File: src/bridge_regs_pkg.sv
// constants for the bridge window, doorbell and dma register block
`default_nettype none
package bridge_regs_pkg;
  localparam logic [7:0] OFF_DMA_CTRL = 8'h28;
  localparam logic [7:0] OFF_IN_MEM_BASES = 8'h2c;
  localparam logic [7:0] OFF_IN_IO_BASE = 8'h30;
  localparam logic [7:0] OFF_OUT_MEM_BASES = 8'h34;
  localparam logic [7:0] OFF_IN_BELL = 8'h38;
  localparam logic [7:0] OFF_OUT_BELL = 8'h3c;
  localparam logic [7:0] OFF_BUF0_SRC = 8'h40;
  localparam logic [7:0] OFF_BUF0_DST = 8'h44;
  localparam logic [7:0] OFF_BUF1_SRC = 8'h4c;
  localparam logic [7:0] OFF_BUF1_DST = 8'h50;
  localparam logic [31:0] RST_IN_MEM_BASES = 32'hc0000000;
  localparam logic [31:0] RST_ZERO = 32'h00000000;
  localparam int BIT_OUT_IRQ_EN = 0;
  localparam int BIT_BUF0_DONE = 4;
  localparam int BIT_BUF0_ERR = 5;
  localparam int BIT_BUF1_DONE = 6;
  localparam int BIT_BUF1_ERR = 7;
  localparam int BIT_IN_IRQ_EN = 8;
  localparam int IO_BASE_W = 24;
  localparam int WIN_LOW_W = 24;
  localparam int IO_LOW_W = 8;
endpackage
`default_nettype wire

File: src/bell_reg.sv
// one doorbell register: set from one side, clear from the other, test mode
`default_nettype none
module bell_reg
  import bridge_regs_pkg::*;
#(
  parameter int WIDTH = 32
) (
  input wire logic sys_clk,
  input wire logic reset,
  input wire logic test_mode,
  input wire logic set_we,
  input wire logic [WIDTH-1:0] set_data,
  input wire logic clr_we,
  input wire logic [WIDTH-1:0] clr_data,
  input wire logic load_we,
  input wire logic [WIDTH-1:0] load_data,
  output logic [WIDTH-1:0] bits_reg,
  output logic any_reg
);
  logic [WIDTH-1:0] bits_next;

  if (WIDTH < 1) begin : g_bad_width
    $error("bell_reg width must be positive");
  end

  always_comb begin
    bits_next = bits_reg;
    if (test_mode && load_we) begin
      bits_next = load_data;
    end else begin
      if (clr_we && !test_mode) bits_next = bits_next & ~clr_data;
      // a set arriving with a clear wins
      if (set_we) bits_next = bits_next | set_data;
    end
  end

  always_ff @(posedge sys_clk or posedge reset) begin
    if (reset) begin
      bits_reg <= '0;
      any_reg <= 1'b0;
    end else begin
      bits_reg <= bits_next;
      any_reg <= |bits_next;
    end
  end
endmodule
`default_nettype wire

File: src/bridge_window_bell.sv
// bridge register block: windows, doorbells, dma control and addresses
`default_nettype none
module bridge_window_bell
  import bridge_regs_pkg::*;
(
  input wire logic sys_clk,
  input wire logic reset,
  // ahb-side register port
  input wire logic ahb_wr,
  input wire logic ahb_rd,
  input wire logic [7:0] ahb_addr,
  input wire logic [31:0] ahb_wdata,
  output logic [31:0] ahb_rdata,
  // pci-side register port
  input wire logic pci_wr,
  input wire logic pci_rd,
  input wire logic [7:0] pci_addr,
  input wire logic [31:0] pci_wdata,
  output logic [31:0] pci_rdata,
  // controller control bits
  input wire logic bell_test_mode,
  input wire logic pci_bell_irq_en,
  // dma engine events
  input wire logic buf0_end,
  input wire logic buf0_fail,
  input wire logic buf1_end,
  input wire logic buf1_fail,
  output logic chan_en_clear,
  // inbound translation
  input wire logic [1:0] in_win_sel,
  input wire logic [31:0] in_pci_addr,
  output logic [31:0] in_mem_ahb_addr,
  output logic [31:0] in_io_ahb_addr,
  // outbound translation
  input wire logic [31:0] out_ahb_addr,
  output logic [31:0] out_pci_addr,
  // interrupts and status
  output logic pci_inta_n,
  output logic outdma_done_irq,
  output logic indma_done_irq_en,
  output logic inbound_bell_stat,
  output logic outbound_bell_stat,
  // dma addresses to the engine
  output logic [31:0] buf0_src,
  output logic [31:0] buf0_dst,
  output logic [31:0] buf1_src,
  output logic [31:0] buf1_dst
);
  logic [31:0] inbound_mem_window_bases_reg;
  logic [IO_BASE_W-1:0] inbound_io_upper_reg;
  logic [31:0] outbound_mem_partition_bases_reg;
  logic [29:0] buf0_src_reg, buf0_dst_reg, buf1_src_reg, buf1_dst_reg;
  logic outdma_done_irq_en;
  logic indma_en_reg;
  logic outdma_buf0_done, outdma_buf0_err;
  logic outdma_buf1_done, outdma_buf1_err;
  logic [31:0] inbound_bell_bits, outbound_bell_bits;
  logic in_any, out_any;
  logic test_meta, test_sync;
  logic [31:0] dma_ctrl_view;

  // select byte field n (0 = top byte) of a packed base word
  function automatic logic [7:0] base_field(input logic [31:0] w,
                                            input logic [1:0] n);
    case (n)
      2'd0: base_field = w[31:24];
      2'd1: base_field = w[23:16];
      2'd2: base_field = w[15:8];
      default: base_field = w[7:0];
    endcase
  endfunction

  function automatic logic ahb_hit(input logic [7:0] off);
    ahb_hit = ahb_wr && (ahb_addr == off);
  endfunction

  // test mode comes from another block's register; synchronised anyway
  always_ff @(posedge sys_clk or posedge reset) begin
    if (reset) begin
      test_meta <= 1'b0;
      test_sync <= 1'b0;
    end else begin
      test_meta <= bell_test_mode;
      test_sync <= test_meta;
    end
  end

  // translation bases, ahb writes only; pci writes are ignored
  always_ff @(posedge sys_clk or posedge reset) begin
    if (reset) begin
      inbound_mem_window_bases_reg <= RST_IN_MEM_BASES;
      inbound_io_upper_reg <= '0;
      outbound_mem_partition_bases_reg <= RST_ZERO;
    end else begin
      if (ahb_hit(OFF_IN_MEM_BASES))
        inbound_mem_window_bases_reg <= ahb_wdata;
      if (ahb_hit(OFF_IN_IO_BASE))
        inbound_io_upper_reg <= ahb_wdata[IO_BASE_W-1:0];
      if (ahb_hit(OFF_OUT_MEM_BASES))
        outbound_mem_partition_bases_reg <= ahb_wdata;
    end
  end

  // dma address pairs hold word addresses only
  always_ff @(posedge sys_clk or posedge reset) begin
    if (reset) begin
      buf0_src_reg <= '0;
      buf0_dst_reg <= '0;
      buf1_src_reg <= '0;
      buf1_dst_reg <= '0;
    end else begin
      if (ahb_hit(OFF_BUF0_SRC)) buf0_src_reg <= ahb_wdata[31:2];
      if (ahb_hit(OFF_BUF0_DST)) buf0_dst_reg <= ahb_wdata[31:2];
      if (ahb_hit(OFF_BUF1_SRC)) buf1_src_reg <= ahb_wdata[31:2];
      if (ahb_hit(OFF_BUF1_DST)) buf1_dst_reg <= ahb_wdata[31:2];
    end
  end

  // dma control: enables and sticky done/error flags; set beats clear
  always_ff @(posedge sys_clk or posedge reset) begin
    if (reset) begin
      outdma_done_irq_en <= 1'b0;
      indma_en_reg <= 1'b0;
      outdma_buf0_done <= 1'b0;
      outdma_buf0_err <= 1'b0;
      outdma_buf1_done <= 1'b0;
      outdma_buf1_err <= 1'b0;
    end else begin
      if (ahb_hit(OFF_DMA_CTRL)) begin
        outdma_done_irq_en <= ahb_wdata[BIT_OUT_IRQ_EN];
        indma_en_reg <= ahb_wdata[BIT_IN_IRQ_EN];
        if (ahb_wdata[BIT_BUF0_DONE]) begin
          outdma_buf0_done <= 1'b0;
          outdma_buf0_err <= 1'b0;
        end
        if (ahb_wdata[BIT_BUF1_DONE]) begin
          outdma_buf1_done <= 1'b0;
          outdma_buf1_err <= 1'b0;
        end
      end
      if (buf0_end || buf0_fail) outdma_buf0_done <= 1'b1;
      if (buf0_fail) outdma_buf0_err <= 1'b1;
      if (buf1_end || buf1_fail) outdma_buf1_done <= 1'b1;
      if (buf1_fail) outdma_buf1_err <= 1'b1;
    end
  end

  // bell strobes decoded as nets: a function call in a port expression
  // would not follow the bus signals that the function reads
  logic ahb_in_bell_we, ahb_out_bell_we;
  assign ahb_in_bell_we = ahb_wr && (ahb_addr == OFF_IN_BELL);
  assign ahb_out_bell_we = ahb_wr && (ahb_addr == OFF_OUT_BELL);

  // inbound bell: pci sets, ahb clears (or loads in test mode)
  bell_reg #(.WIDTH(32)) in_bell (
    .sys_clk(sys_clk),
    .reset(reset),
    .test_mode(test_sync),
    .set_we(pci_wr && (pci_addr == OFF_IN_BELL)),
    .set_data(pci_wdata),
    .clr_we(ahb_in_bell_we),
    .clr_data(ahb_wdata),
    .load_we(ahb_in_bell_we),
    .load_data(ahb_wdata),
    .bits_reg(inbound_bell_bits),
    .any_reg(in_any)
  );

  // outbound bell: ahb sets (or loads in test mode), pci clears outside test mode only
  logic [31:0] out_clr_data;
  logic out_clr_we;
  assign out_clr_we = pci_wr && (pci_addr == OFF_OUT_BELL);
  assign out_clr_data = pci_wdata;
  bell_reg #(.WIDTH(32)) out_bell (
    .sys_clk(sys_clk),
    .reset(reset),
    .test_mode(test_sync),
    .set_we(ahb_out_bell_we && !test_sync),
    .set_data(ahb_wdata),
    .clr_we(out_clr_we),
    .clr_data(out_clr_data),
    .load_we(ahb_out_bell_we),
    .load_data(ahb_wdata),
    .bits_reg(outbound_bell_bits),
    .any_reg(out_any)
  );

  assign dma_ctrl_view = {23'h0, indma_en_reg, outdma_buf1_err,
                          outdma_buf1_done, outdma_buf0_err,
                          outdma_buf0_done, 3'h0, outdma_done_irq_en};

  // shared read mux; unmapped offsets read zero
  function automatic logic [31:0] read_mux(input logic [7:0] a);
    if (a == OFF_DMA_CTRL) read_mux = dma_ctrl_view;
    else if (a == OFF_IN_MEM_BASES) read_mux = inbound_mem_window_bases_reg;
    else if (a == OFF_IN_IO_BASE)
      read_mux = {8'h00, inbound_io_upper_reg};
    else if (a == OFF_OUT_MEM_BASES)
      read_mux = outbound_mem_partition_bases_reg;
    else if (a == OFF_IN_BELL) read_mux = inbound_bell_bits;
    else if (a == OFF_OUT_BELL) read_mux = outbound_bell_bits;
    else if (a == OFF_BUF0_SRC) read_mux = {buf0_src_reg, 2'b00};
    else if (a == OFF_BUF0_DST) read_mux = {buf0_dst_reg, 2'b00};
    else if (a == OFF_BUF1_SRC) read_mux = {buf1_src_reg, 2'b00};
    else if (a == OFF_BUF1_DST) read_mux = {buf1_dst_reg, 2'b00};
    else read_mux = 32'h00000000;
  endfunction

  // read data stands one cycle and is zero otherwise
  always_ff @(posedge sys_clk or posedge reset) begin
    if (reset) begin
      ahb_rdata <= '0;
    end else begin
      ahb_rdata <= ahb_rd ? read_mux(ahb_addr) : 32'h00000000;
    end
  end

  // pci reads see the same map; pci writes only ever reach the bells
  always_ff @(posedge sys_clk or posedge reset) begin
    if (reset) begin
      pci_rdata <= '0;
    end else begin
      pci_rdata <= pci_rd ? read_mux(pci_addr) : 32'h00000000;
    end
  end

  // address translation, registered
  always_ff @(posedge sys_clk or posedge reset) begin
    if (reset) begin
      in_mem_ahb_addr <= '0;
      in_io_ahb_addr <= '0;
      out_pci_addr <= '0;
    end else begin
      in_mem_ahb_addr <= {base_field(inbound_mem_window_bases_reg,
                          in_win_sel), in_pci_addr[WIN_LOW_W-1:0]};
      in_io_ahb_addr <= {inbound_io_upper_reg,
                         in_pci_addr[IO_LOW_W-1:0]};
      out_pci_addr <= {base_field(outbound_mem_partition_bases_reg,
                       out_ahb_addr[25:24]),
                       out_ahb_addr[WIN_LOW_W-1:0]};
    end
  end

  // interrupt outputs
  always_ff @(posedge sys_clk or posedge reset) begin
    if (reset) begin
      pci_inta_n <= 1'b1;
      outdma_done_irq <= 1'b0;
      indma_done_irq_en <= 1'b0;
    end else begin
      pci_inta_n <= !(out_any && pci_bell_irq_en);
      outdma_done_irq <= outdma_done_irq_en &&
                         (outdma_buf0_done || outdma_buf1_done);
      indma_done_irq_en <= indma_en_reg;
    end
  end

  // bell status levels, same latency as the pci interrupt
  always_ff @(posedge sys_clk or posedge reset) begin
    if (reset) begin
      inbound_bell_stat <= 1'b0;
      outbound_bell_stat <= 1'b0;
    end else begin
      inbound_bell_stat <= in_any;
      outbound_bell_stat <= out_any;
    end
  end

  // one-cycle pulse telling the engine to drop the channel enable
  always_ff @(posedge sys_clk or posedge reset) begin
    if (reset) begin
      chan_en_clear <= 1'b0;
    end else begin
      chan_en_clear <= buf0_end || buf0_fail || buf1_end || buf1_fail;
    end
  end

  assign buf0_src = {buf0_src_reg, 2'b00};
  assign buf0_dst = {buf0_dst_reg, 2'b00};
  assign buf1_src = {buf1_src_reg, 2'b00};
  assign buf1_dst = {buf1_dst_reg, 2'b00};
endmodule
`default_nettype wire

File: config.mk
export PLATFORM = sky130hd
export DESIGN_NAME = bridge_window_bell
export DESIGN_NICKNAME = d
export VERILOG_FILES = /design/src/bridge_regs_pkg.sv /design/src/bell_reg.sv /design/src/bridge_window_bell.sv
export SDC_FILE = /design/constraint.sdc
export NUM_CORES = 1
export LEC_CHECK = 0
export BUFFER_PORTS_ARGS = -buffer_cell sky130_fd_sc_hd__buf_2
export CORE_MARGIN = 8
export CORE_UTILIZATION = 25
export CTS_BUF_LIST = sky130_fd_sc_hd__clkbuf_4 sky130_fd_sc_hd__clkbuf_8
export DETAILED_ROUTE_END_ITERATION = 6
export GPL_TIMING_DRIVEN = 0
export PLACE_DENSITY = 0.5
export SYNTH_ARGS = -nofsm -noshare
export SYNTH_HDL_FRONTEND = slang
export SYNTH_SLANG_ARGS = --single-unit
File: constraint.sdc
create_clock -name sys_clk -period 20.3 [get_ports sys_clk]
set_input_delay 1.015 -clock sys_clk [delete_from_list [all_inputs] [get_ports sys_clk]]
set_output_delay 1.015 -clock sys_clk [all_outputs]
set_load 0.01 [all_outputs]
Word level (Yosys, flattened, before mapping)
Index checks and enable logic that the tools add are counted.
- equality and inequality tests: 24
- mux-type cells: 40
- divide/modulo/power cells: 0
- multipliers: 0
- shifts and indexed selects: 0
- bitwise operators: 6
- $add $sub $neg: 0
- reductions and logical operators: 42
- $lt $le $gt $ge: 0
- operators by type and width (cell ; number):
    two-way mux 32 bit ; 30
    equality test 8 x 6 -> 1 bit, second input constant ; 12
    bitwise AND 32 bit ; 2
    equality test 8 x 7 -> 1 bit, second input constant ; 8
    inverter 32 bit ; 2
    OR 32 bit ; 2
    OR reduction 32 bit ; 2
    one-hot mux 8 bit (3 select lines) ; 2
    logical AND 1 bit ; 19
    nonzero test 2 bit ; 8
    two-way mux 1 bit ; 8
    AND reduction 2 bit ; 4
    logical OR 1 bit ; 5
    equality test 2 x 1 -> 1 bit, second input constant ; 2
    equality test 2 bit, second input constant ; 2
    logical NOT 2 bit ; 2
    logical NOT 1 bit ; 2
- output and inout bits: 294
- bits in latches: 0
- logic and storage cells: 142
- RAM bits: 0
- ROM bits: 0
- input port bits: 158
- bits in registers: 448
- memories kept: 0

Logic depth before layout (Yosys ltp)
Gate-level depths: netlist of run 1.
- depth in word-level cells: 12
- gate-level depth with buffers: 10
- mapped depth without buffers: 6

Hierarchy
A second synthesis of run 1 with hierarchy kept.
- cells, all modules: 1964
- area, all modules: 21456.8 um^2
- modules (own cells, without submodules) (module ; area each (um^2) ; cells an instance ; times used ; sequential area each (um^2)):
    bridge_window_bell ; 17925.9 ; 1562 ; 1 ; 9362.7
    bell_reg ; 1765.4 ; 201 ; 2 ; 825.8

Worst setup path after synthesis of run 1
No wires, ideal clock.
- path kind: input to register
- start: input ahb_addr[2]
- end: register in_bell.any_reg
- setup time: 0.139 ns
- slack: 16.952 ns
- arrival: 3.209 ns
- path buffers: 2
- required time: 20.161 ns
- cell stages on the path: 8
- cells stage by stage: or4b_1 > clkbuf_1 > or3_1 > buf_2 > nor2_2 > a31oi_1 > or4_1 > or4_1
- word-level cells in the longest chain between the ends: 9
- elaborated cells on any way between the ends: 10
- those cells by class: eq/ne (1); mux (4); bitwise (1); reduce/logical (4)
- RTL lines (element ; RTL line ; RTL):
    start: declaration ; bridge_window_bell.sv:11 ; input wire logic [7:0] ahb_addr,
    equality test 8 x 6 -> 1 bit (*) ; bridge_window_bell.sv:151 ; assign ahb_in_bell_we = ahb_wr && (ahb_addr == OFF_IN_BELL);
    logical AND 1 bit (*) ; bridge_window_bell.sv:151 ;
    logical AND 1 bit ; bell_reg.sv:31 ; if (clr_we && !test_mode) bits_next = bits_next & ~clr_data;
    two-way mux 32 bit ; bell_reg.sv:31 ;
    two-way mux 32 bit ; bell_reg.sv:28 ; if (test_mode && load_we) begin
    OR 32 bit ; bell_reg.sv:33 ; if (set_we) bits_next = bits_next | set_data;
    two-way mux 32 bit ; bell_reg.sv:33 ;
    two-way mux 32 bit (*) ; bell_reg.sv:28 ;
    net in_bell.bits_next[22] ; bell_reg.sv:20 ; logic [WIDTH-1:0] bits_next;
    OR reduction 32 bit (*) ; bell_reg.sv:43 ; any_reg <= |bits_next;
    end signal: assignment ; bell_reg.sv:43 ;
    end: declaration ; bell_reg.sv:18 ; output logic any_reg
Mark *: on every way through the listed nets, which the timed path passes. The rest lies on a longest branch. The select of a mux whose other input is x is not followed.
A chain may end at the register's enable or synchronous reset.

Worst setup path after layout of run 1
- start: input pci_addr[1]
- end: register pci_rdata[15]
- word-level cells in the longest chain between the ends: 12
- elaborated cells on any way between the ends: 21
- those cells by class: eq/ne (10); mux (11)
- RTL lines (element ; RTL line ; RTL):
    start: declaration ; bridge_window_bell.sv:17 ; input wire logic [7:0] pci_addr,
    equality test 8 x 7 -> 1 bit ; bridge_window_bell.sv:205 ; else if (a == OFF_BUF1_DST) read_mux = {buf1_dst_reg, 2'b00};
    two-way mux 32 bit ; bridge_window_bell.sv:205 ;
    two-way mux 32 bit ; bridge_window_bell.sv:204 ; else if (a == OFF_BUF1_SRC) read_mux = {buf1_src_reg, 2'b00};
    two-way mux 32 bit ; bridge_window_bell.sv:203 ; else if (a == OFF_BUF0_DST) read_mux = {buf0_dst_reg, 2'b00};
    two-way mux 32 bit ; bridge_window_bell.sv:202 ; else if (a == OFF_BUF0_SRC) read_mux = {buf0_src_reg, 2'b00};
    two-way mux 32 bit ; bridge_window_bell.sv:201 ; else if (a == OFF_OUT_BELL) read_mux = outbound_bell_bits;
    two-way mux 32 bit ; bridge_window_bell.sv:200 ; else if (a == OFF_IN_BELL) read_mux = inbound_bell_bits;
    two-way mux 32 bit ; bridge_window_bell.sv:198 ; else if (a == OFF_OUT_MEM_BASES)
    two-way mux 32 bit ; bridge_window_bell.sv:196 ; else if (a == OFF_IN_IO_BASE)
    two-way mux 32 bit ; bridge_window_bell.sv:195 ; else if (a == OFF_IN_MEM_BASES) read_mux = inbound_mem_window_bases_reg;
    two-way mux 32 bit (*) ; bridge_window_bell.sv:194 ; if (a == OFF_DMA_CTRL) read_mux = dma_ctrl_view;
    two-way mux 32 bit (*) ; bridge_window_bell.sv:223 ; pci_rdata <= pci_rd ? read_mux(pci_addr) : 32'h00000000;
    end signal: assignment ; bridge_window_bell.sv:223 ;
    end: declaration ; bridge_window_bell.sv:19 ; output logic [31:0] pci_rdata,
Every way passes the cells marked *; elsewhere a longest branch is shown, timed or not.

==> reports/qor.yml, run 1 <==
status: "complete, but fails checks"
violations: "DRC"
place_inst: 3172
hpwlAfterDp_mm: 85.0
worstPathRequired_ns: 20.82
drtPass1Iterations: 7
syn_area_per_cell_um2: 11.6
antenna_found_initial: 12
grt_pass1_vias: 18900
synth_flop_cell: "dfrtp_1"
power_leakage_nw: 11.9
cap_violations: 0
most-common-layout-cells: "437 x dfrtp_1, 402 x buf_2, 211 x mux2_2, 146 x nand2_1, 117 x clkbuf_1"
hold-path-cell-count: 0
fin_cells: 3321
hold_violations: 0
netlist_area_mm2: 0.0199
syn-instance-count: 1713
end_kind: "flop"
num-nets-final: 2363
dpl_cell_area_mm2: 0.0233
fin_area_mm2: 0.0252
detail-route-antenna-nets: 0
ys_async_sr_fraction_pct: 100
cts_resized: 0
globalplace.congestion: 0.986
viasPerCell: 5.59
period_needed_ns: 4.16
drtIter0Drc: 2336
area_delta_synth_final_pct: 27.0
numCtsBuffers: 81
fin_setup_tns_ns: 0
setup_ws_ns: 16.14
path_class: "primary input to flop"
power_mw: 2.16
h-tree-depth: 3
grtUsageTotal_pct: 23.3
clk_pin_slew_worst_paths_ns: 0.06
grt_max_degree: 130
wl_mm: 108
clock_sinks: 440
pin_count: 452
ys_types: 55
num_vias: 18600
layout-drive-gt1-share_pct: 35.8
cts_setup_buffers: 0
finalMaxSlewViolations: 0
reg2regPathDepth: 8
synth.ff_latch_count: 440
grt-ovfl-total: 0
synth_top_area_cell: "dfrtp_1"
slew_headroom_pct: 6.00
cts_tree: "yes"
fmax_mhz: 240
final_common_cell: "dfrtp_1"
worstPathArrival_ns: 4.68
yosysWarnings: 0
grt_pass1_wl_mm: 150
hold_ws_ns: 0.370
wl_per_cell_um: 32.5
finalSetupViolCount: 0
p_per_area_mw_per_mm2: 85.5
synth_top_area_share_pct: 55.0
layout_worst_path_cycle_share_pct: 20.5
drc: 9
yosys-top-cells-area: "dfrtp_1 55%, mux2_2 12%, nand2_1 2.8%"
tightest_slew_ns: 1.39
finalCoreUtilization_pct: 32.0
start_util_pct: 25.2
clockRootBuffer: "clkbuf_8"
die_y_um: 298
ctsHoldBuffers: 0
critPathMaxFanout: 10
cts.path.max_buffers: 3
cp-start-kind: "primary input"
dp_slack_ns: 15.55
clk_latency_ns: 0.70
synth-edff-count: 0
io_buffer_count: 396
dieArea_mm2: 0.0888
hp-class: "flop to flop"
rows: 103
synth_seq_area_share_pct: 55.4
coreArea_mm2: 0.0789
rsz0062_at_grt: "false"
clock_skew_ns: 0.0345
die_w_um: 298
peakVddDrop_v: 0.0000410
-- logic make-up after synthesis --
logic type / share of synthesized area, %
other cells: 0.0189
buf+inv: 4.07
flops: 55.4
compound gates: 15.6
mux: 13.8
simple gates: 11.1
-- where the power goes --
group	switching, mW	internal, mW	total, mW
Clock	0.418	0.576	0.993
Combinational	0.123	0.0657	0.189
Sequential	0.0563	0.919	0.975
-- final timing paths --
path,from,slack [ns],to
setup / recovery,pci_addr[1],16.14,pci_rdata[15]
hold / removal,test_meta,0.37,test_sync
setup reg to reg,test_sync,16.68,in_bell.any_reg
hold reg to reg,test_meta,0.37,test_sync
max in group asynchronous,reset,18.70,buf1_src_reg[16]
min in group asynchronous,reset,0.44,in_mem_ahb_addr[22]
-- critical path, stage by stage --
cell and delay (ns):
buf_2 0.13, nor4_1 1.10, and2_1 0.32, clkbuf_1 0.48, buf_1 0.62, a22oi_1 0.20
nand4_1 0.22, a211oi_1 0.08, nor3_1 0.52
-- area by class of cell --
cell class	count	area, µm²
sequential	440	11000
inverter	4	22.5
clock inverter	27	338
fill	8157	53600
multi-input combinational	1084	8090
tap	1050	1310
clock buffer	119	1560
buffer	192	793
timing repair buffer	402	2090
antenna	3	7.51
-- synthesized netlist by cell type, drive strengths merged, types with 2 or more instances --
library cell	instances
o22ai	52
a41oi	2
a211o	2
buf	74
a32o	32
or4b	2
nor4b	5
nand4bb	2
or4	4
inv	4
or2	3
a22o	9
o211ai	3
nand3b	31
a222oi	33
a221o	6
dfrtp	437
dfstp	3
mux2	211
nor4	52
a22oi	51
a21o	2
a21oi	51
nor2	51
a21boi	2
and2	13
o31ai	27
a31oi	65
or3	2
clkbuf	118
nor3	11
a221oi	26
mux4	16
nand2	146
nand4	74
o21ai	42
nor4bb	4
nor2b	3
a211oi	5
nand3	10
o221ai	17
a2111oi	2
and3	3
-- routing by layer --
metal	track usage [%]	wire, µm	vias to the layer above
met1	29.0	42300	9420
met5	0	51	-
met3	7.85	11500	286
met4	10.2	5250	8
met2	36.7	48900	1259
li1	-	-	7598
Note: power is estimated with default switching activity, not from simulation.
==> run 2, diff against run 1 <==
clock period = 4 ns   (was 20.3 ns; I/O delays follow)
==> reports/qor.yml, run 2 (same netlist as run 1, synthesis figures left out) <==
status: "complete, but fails checks"
violations: "DRC, capacitance limit, slew limit"
slew_headroom_pct: -3.72
rows: 103
pwr-share-clk_pct: 44.4
globalplace.congestion: 0.966
tightest_slew_ns: 1.53
area_delta_synth_final_pct: 32.1
wl_mm: 110
grt_pass1_wl_mm: 153
seq_power_share_pct: 45.9
p_per_area_mw_per_mm2: 411
final_common_cell: "dfrtp_1"
dieArea_mm2: 0.0888
cts_tree: "yes"
setup_ws_ns: 0.383
path_class: "primary input to flop"
coreArea_mm2: 0.0789
power_leakage_nw: 12.3
finalCoreUtilization_pct: 33.3
period_needed_ns: 3.62
numCtsBuffers: 80
grt-ovfl-total: 0
clk_latency_ns: 0.70
pin_count: 452
die_w_um: 298
cp-start-kind: "primary input"
power_switching_mw: 2.99
clock_skew_ns: 0.0388
most-common-layout-cells: "437 x dfrtp_1, 403 x buf_2, 211 x mux2_2, 146 x nand2_1, 117 x clkbuf_1"
hold_violations: 0
worstPathRequired_ns: 4.51
end_kind: "flop"
grtUsageTotal_pct: 23.8
critPathMaxFanout: 10
drtIter0Drc: 2581
drtPass1Iterations: 7
drc: 8
hpwlAfterDp_mm: 86.9
clk_pin_slew_worst_paths_ns: 0.07
power_frac_comb_pct: 9.7
num-nets-final: 2467
fmax_mhz: 276
dp_slack_ns: -0.0148
hp-class: "primary input to flop"
start_util_pct: 25.2
viasPerCell: 5.54
io_buffer_count: 396
cts.path.max_buffers: 3
swShare_pct: 27.7
die_y_um: 298
finalSetupViolCount: 0
h-tree-depth: 3
peakVddDrop_v: 0.000202
antenna_found_initial: 8
layout_worst_path_cycle_share_pct: 90.4
finalMaxSlewViolations: 5
regArea_mm2: 0.0110
grt_max_degree: 45
clockRootBuffer: "clkbuf_8"
num_vias: 19000
clock_sinks: 440
rsz0062_at_grt: "false"
final.fill_count: 8074
power.internal_mw: 7.81
detail-route-antenna-nets: 0
wl_per_cell_um: 32.2
multi_input_comb_area_mm2: 0.00810
cap_violations: 1
cts_setup_buffers: 0
grt_pass1_vias: 19200
layout-drive-gt1-share_pct: 34.4
worstPathArrival_ns: 4.12
run 2: changes by cell type in the layout (fill, tap and decap cells not counted), sizes merged:
cell           delta
buf               +8
bufinv            -3
clkbuf            +4
clkdlybuf4s18     -1
clkinv            -6
clkinvlp          +2
diode             +2
dlygate4sd3      +98
run 2: through the flow:
step / TNS [ns] / hold slack, ns / power (mW) / area [µm²] / std cells
2_1_floorplan: -937.90 / 0.231 / 5.34 / 19900 / 1720
3_3_place_gp: -2043.14 / 0.309 / 5.95 / 23200 / 3166
3_5_place_dp: -0.0179 / 0.309 / 5.99 / 23500 / 3179
4_1_cts: 0 / 0.0156 / 10.9 / 26200 / 3420
5_1_grt: 0 / 0.0831 / 11.2 / 26200 / 3423
6_report: 0 / 0.0815 / 10.8 / 26300 / 3425
run 2: power by group through the flow:
stage | Clock (mW) | Sequential (mW) | Combinational [mW]
2_1_floorplan | 0 | 4.93 | 0.413
3_3_place_gp | 0 | 5.02 | 0.930
3_5_place_dp | 0 | 5.02 | 0.970
4_1_cts | 4.90 | 4.94 | 1.05
5_1_grt | 5.10 | 4.96 | 1.11
6_report | 4.80 | 4.96 | 1.05
run 2: layout make-up:
class                   instances  share of cell area, %
clock buffers                 123                   6.02
inverters                       4                 0.0715
plain buffers                 192                   3.02
repair buffers                507                   12.2
multi-input cells            1084                   30.8
well taps                    1050                   5.00
diodes                          5                 0.0477
clock inverters                20                  0.853
flip-flops and latches        440                   42.0
run 2: path summary, 6_finish.rpt:
| kind | slack, ns | from | depth (start not counted) | end |
|---|---|---|---|---|
| max | 0.38 | pci_addr[1] | 8 | pci_rdata[28] |
| min | 0.08 | ahb_wdata[31] | 3 | in_bell.bits_reg[31] |
| max reg2reg | 0.40 | test_sync | 8 | in_bell.any_reg |
| min reg2reg | 0.35 | test_meta | 0 | test_sync |
| max in group asynchronous | 2.45 | reset | 6 | buf1_src_reg[9] |
| min in group asynchronous | 0.26 | reset | 3 | inbound_io_upper_reg[1] |
run 2: critical path, cell delays in order:
cell and delay (ns):
buf_2 0.13, nor4b_1 1.27, clkbuf_1 0.86, nand2_1 0.46, nand2_1 0.51, or3_1 0.25
clkbuf_1 0.24, o21ai_0 0.19
run 2: what timing repair did:
action | 4_1_cts | 5_1_grt
hold endpoints to repair | 171 | 0
resized for setup | 0 | 0
hold buffers | 98 | 0
run 2: routing by layer:
layer	share of wire [%]	vias to the layer above	GRT usage [%]
met5	0	-	0
met4	4.0	0	9.11
met3	9.5	233	6.25
met2	46	1283	38.2
met1	41	9663	30.7
li1	-	7809	-
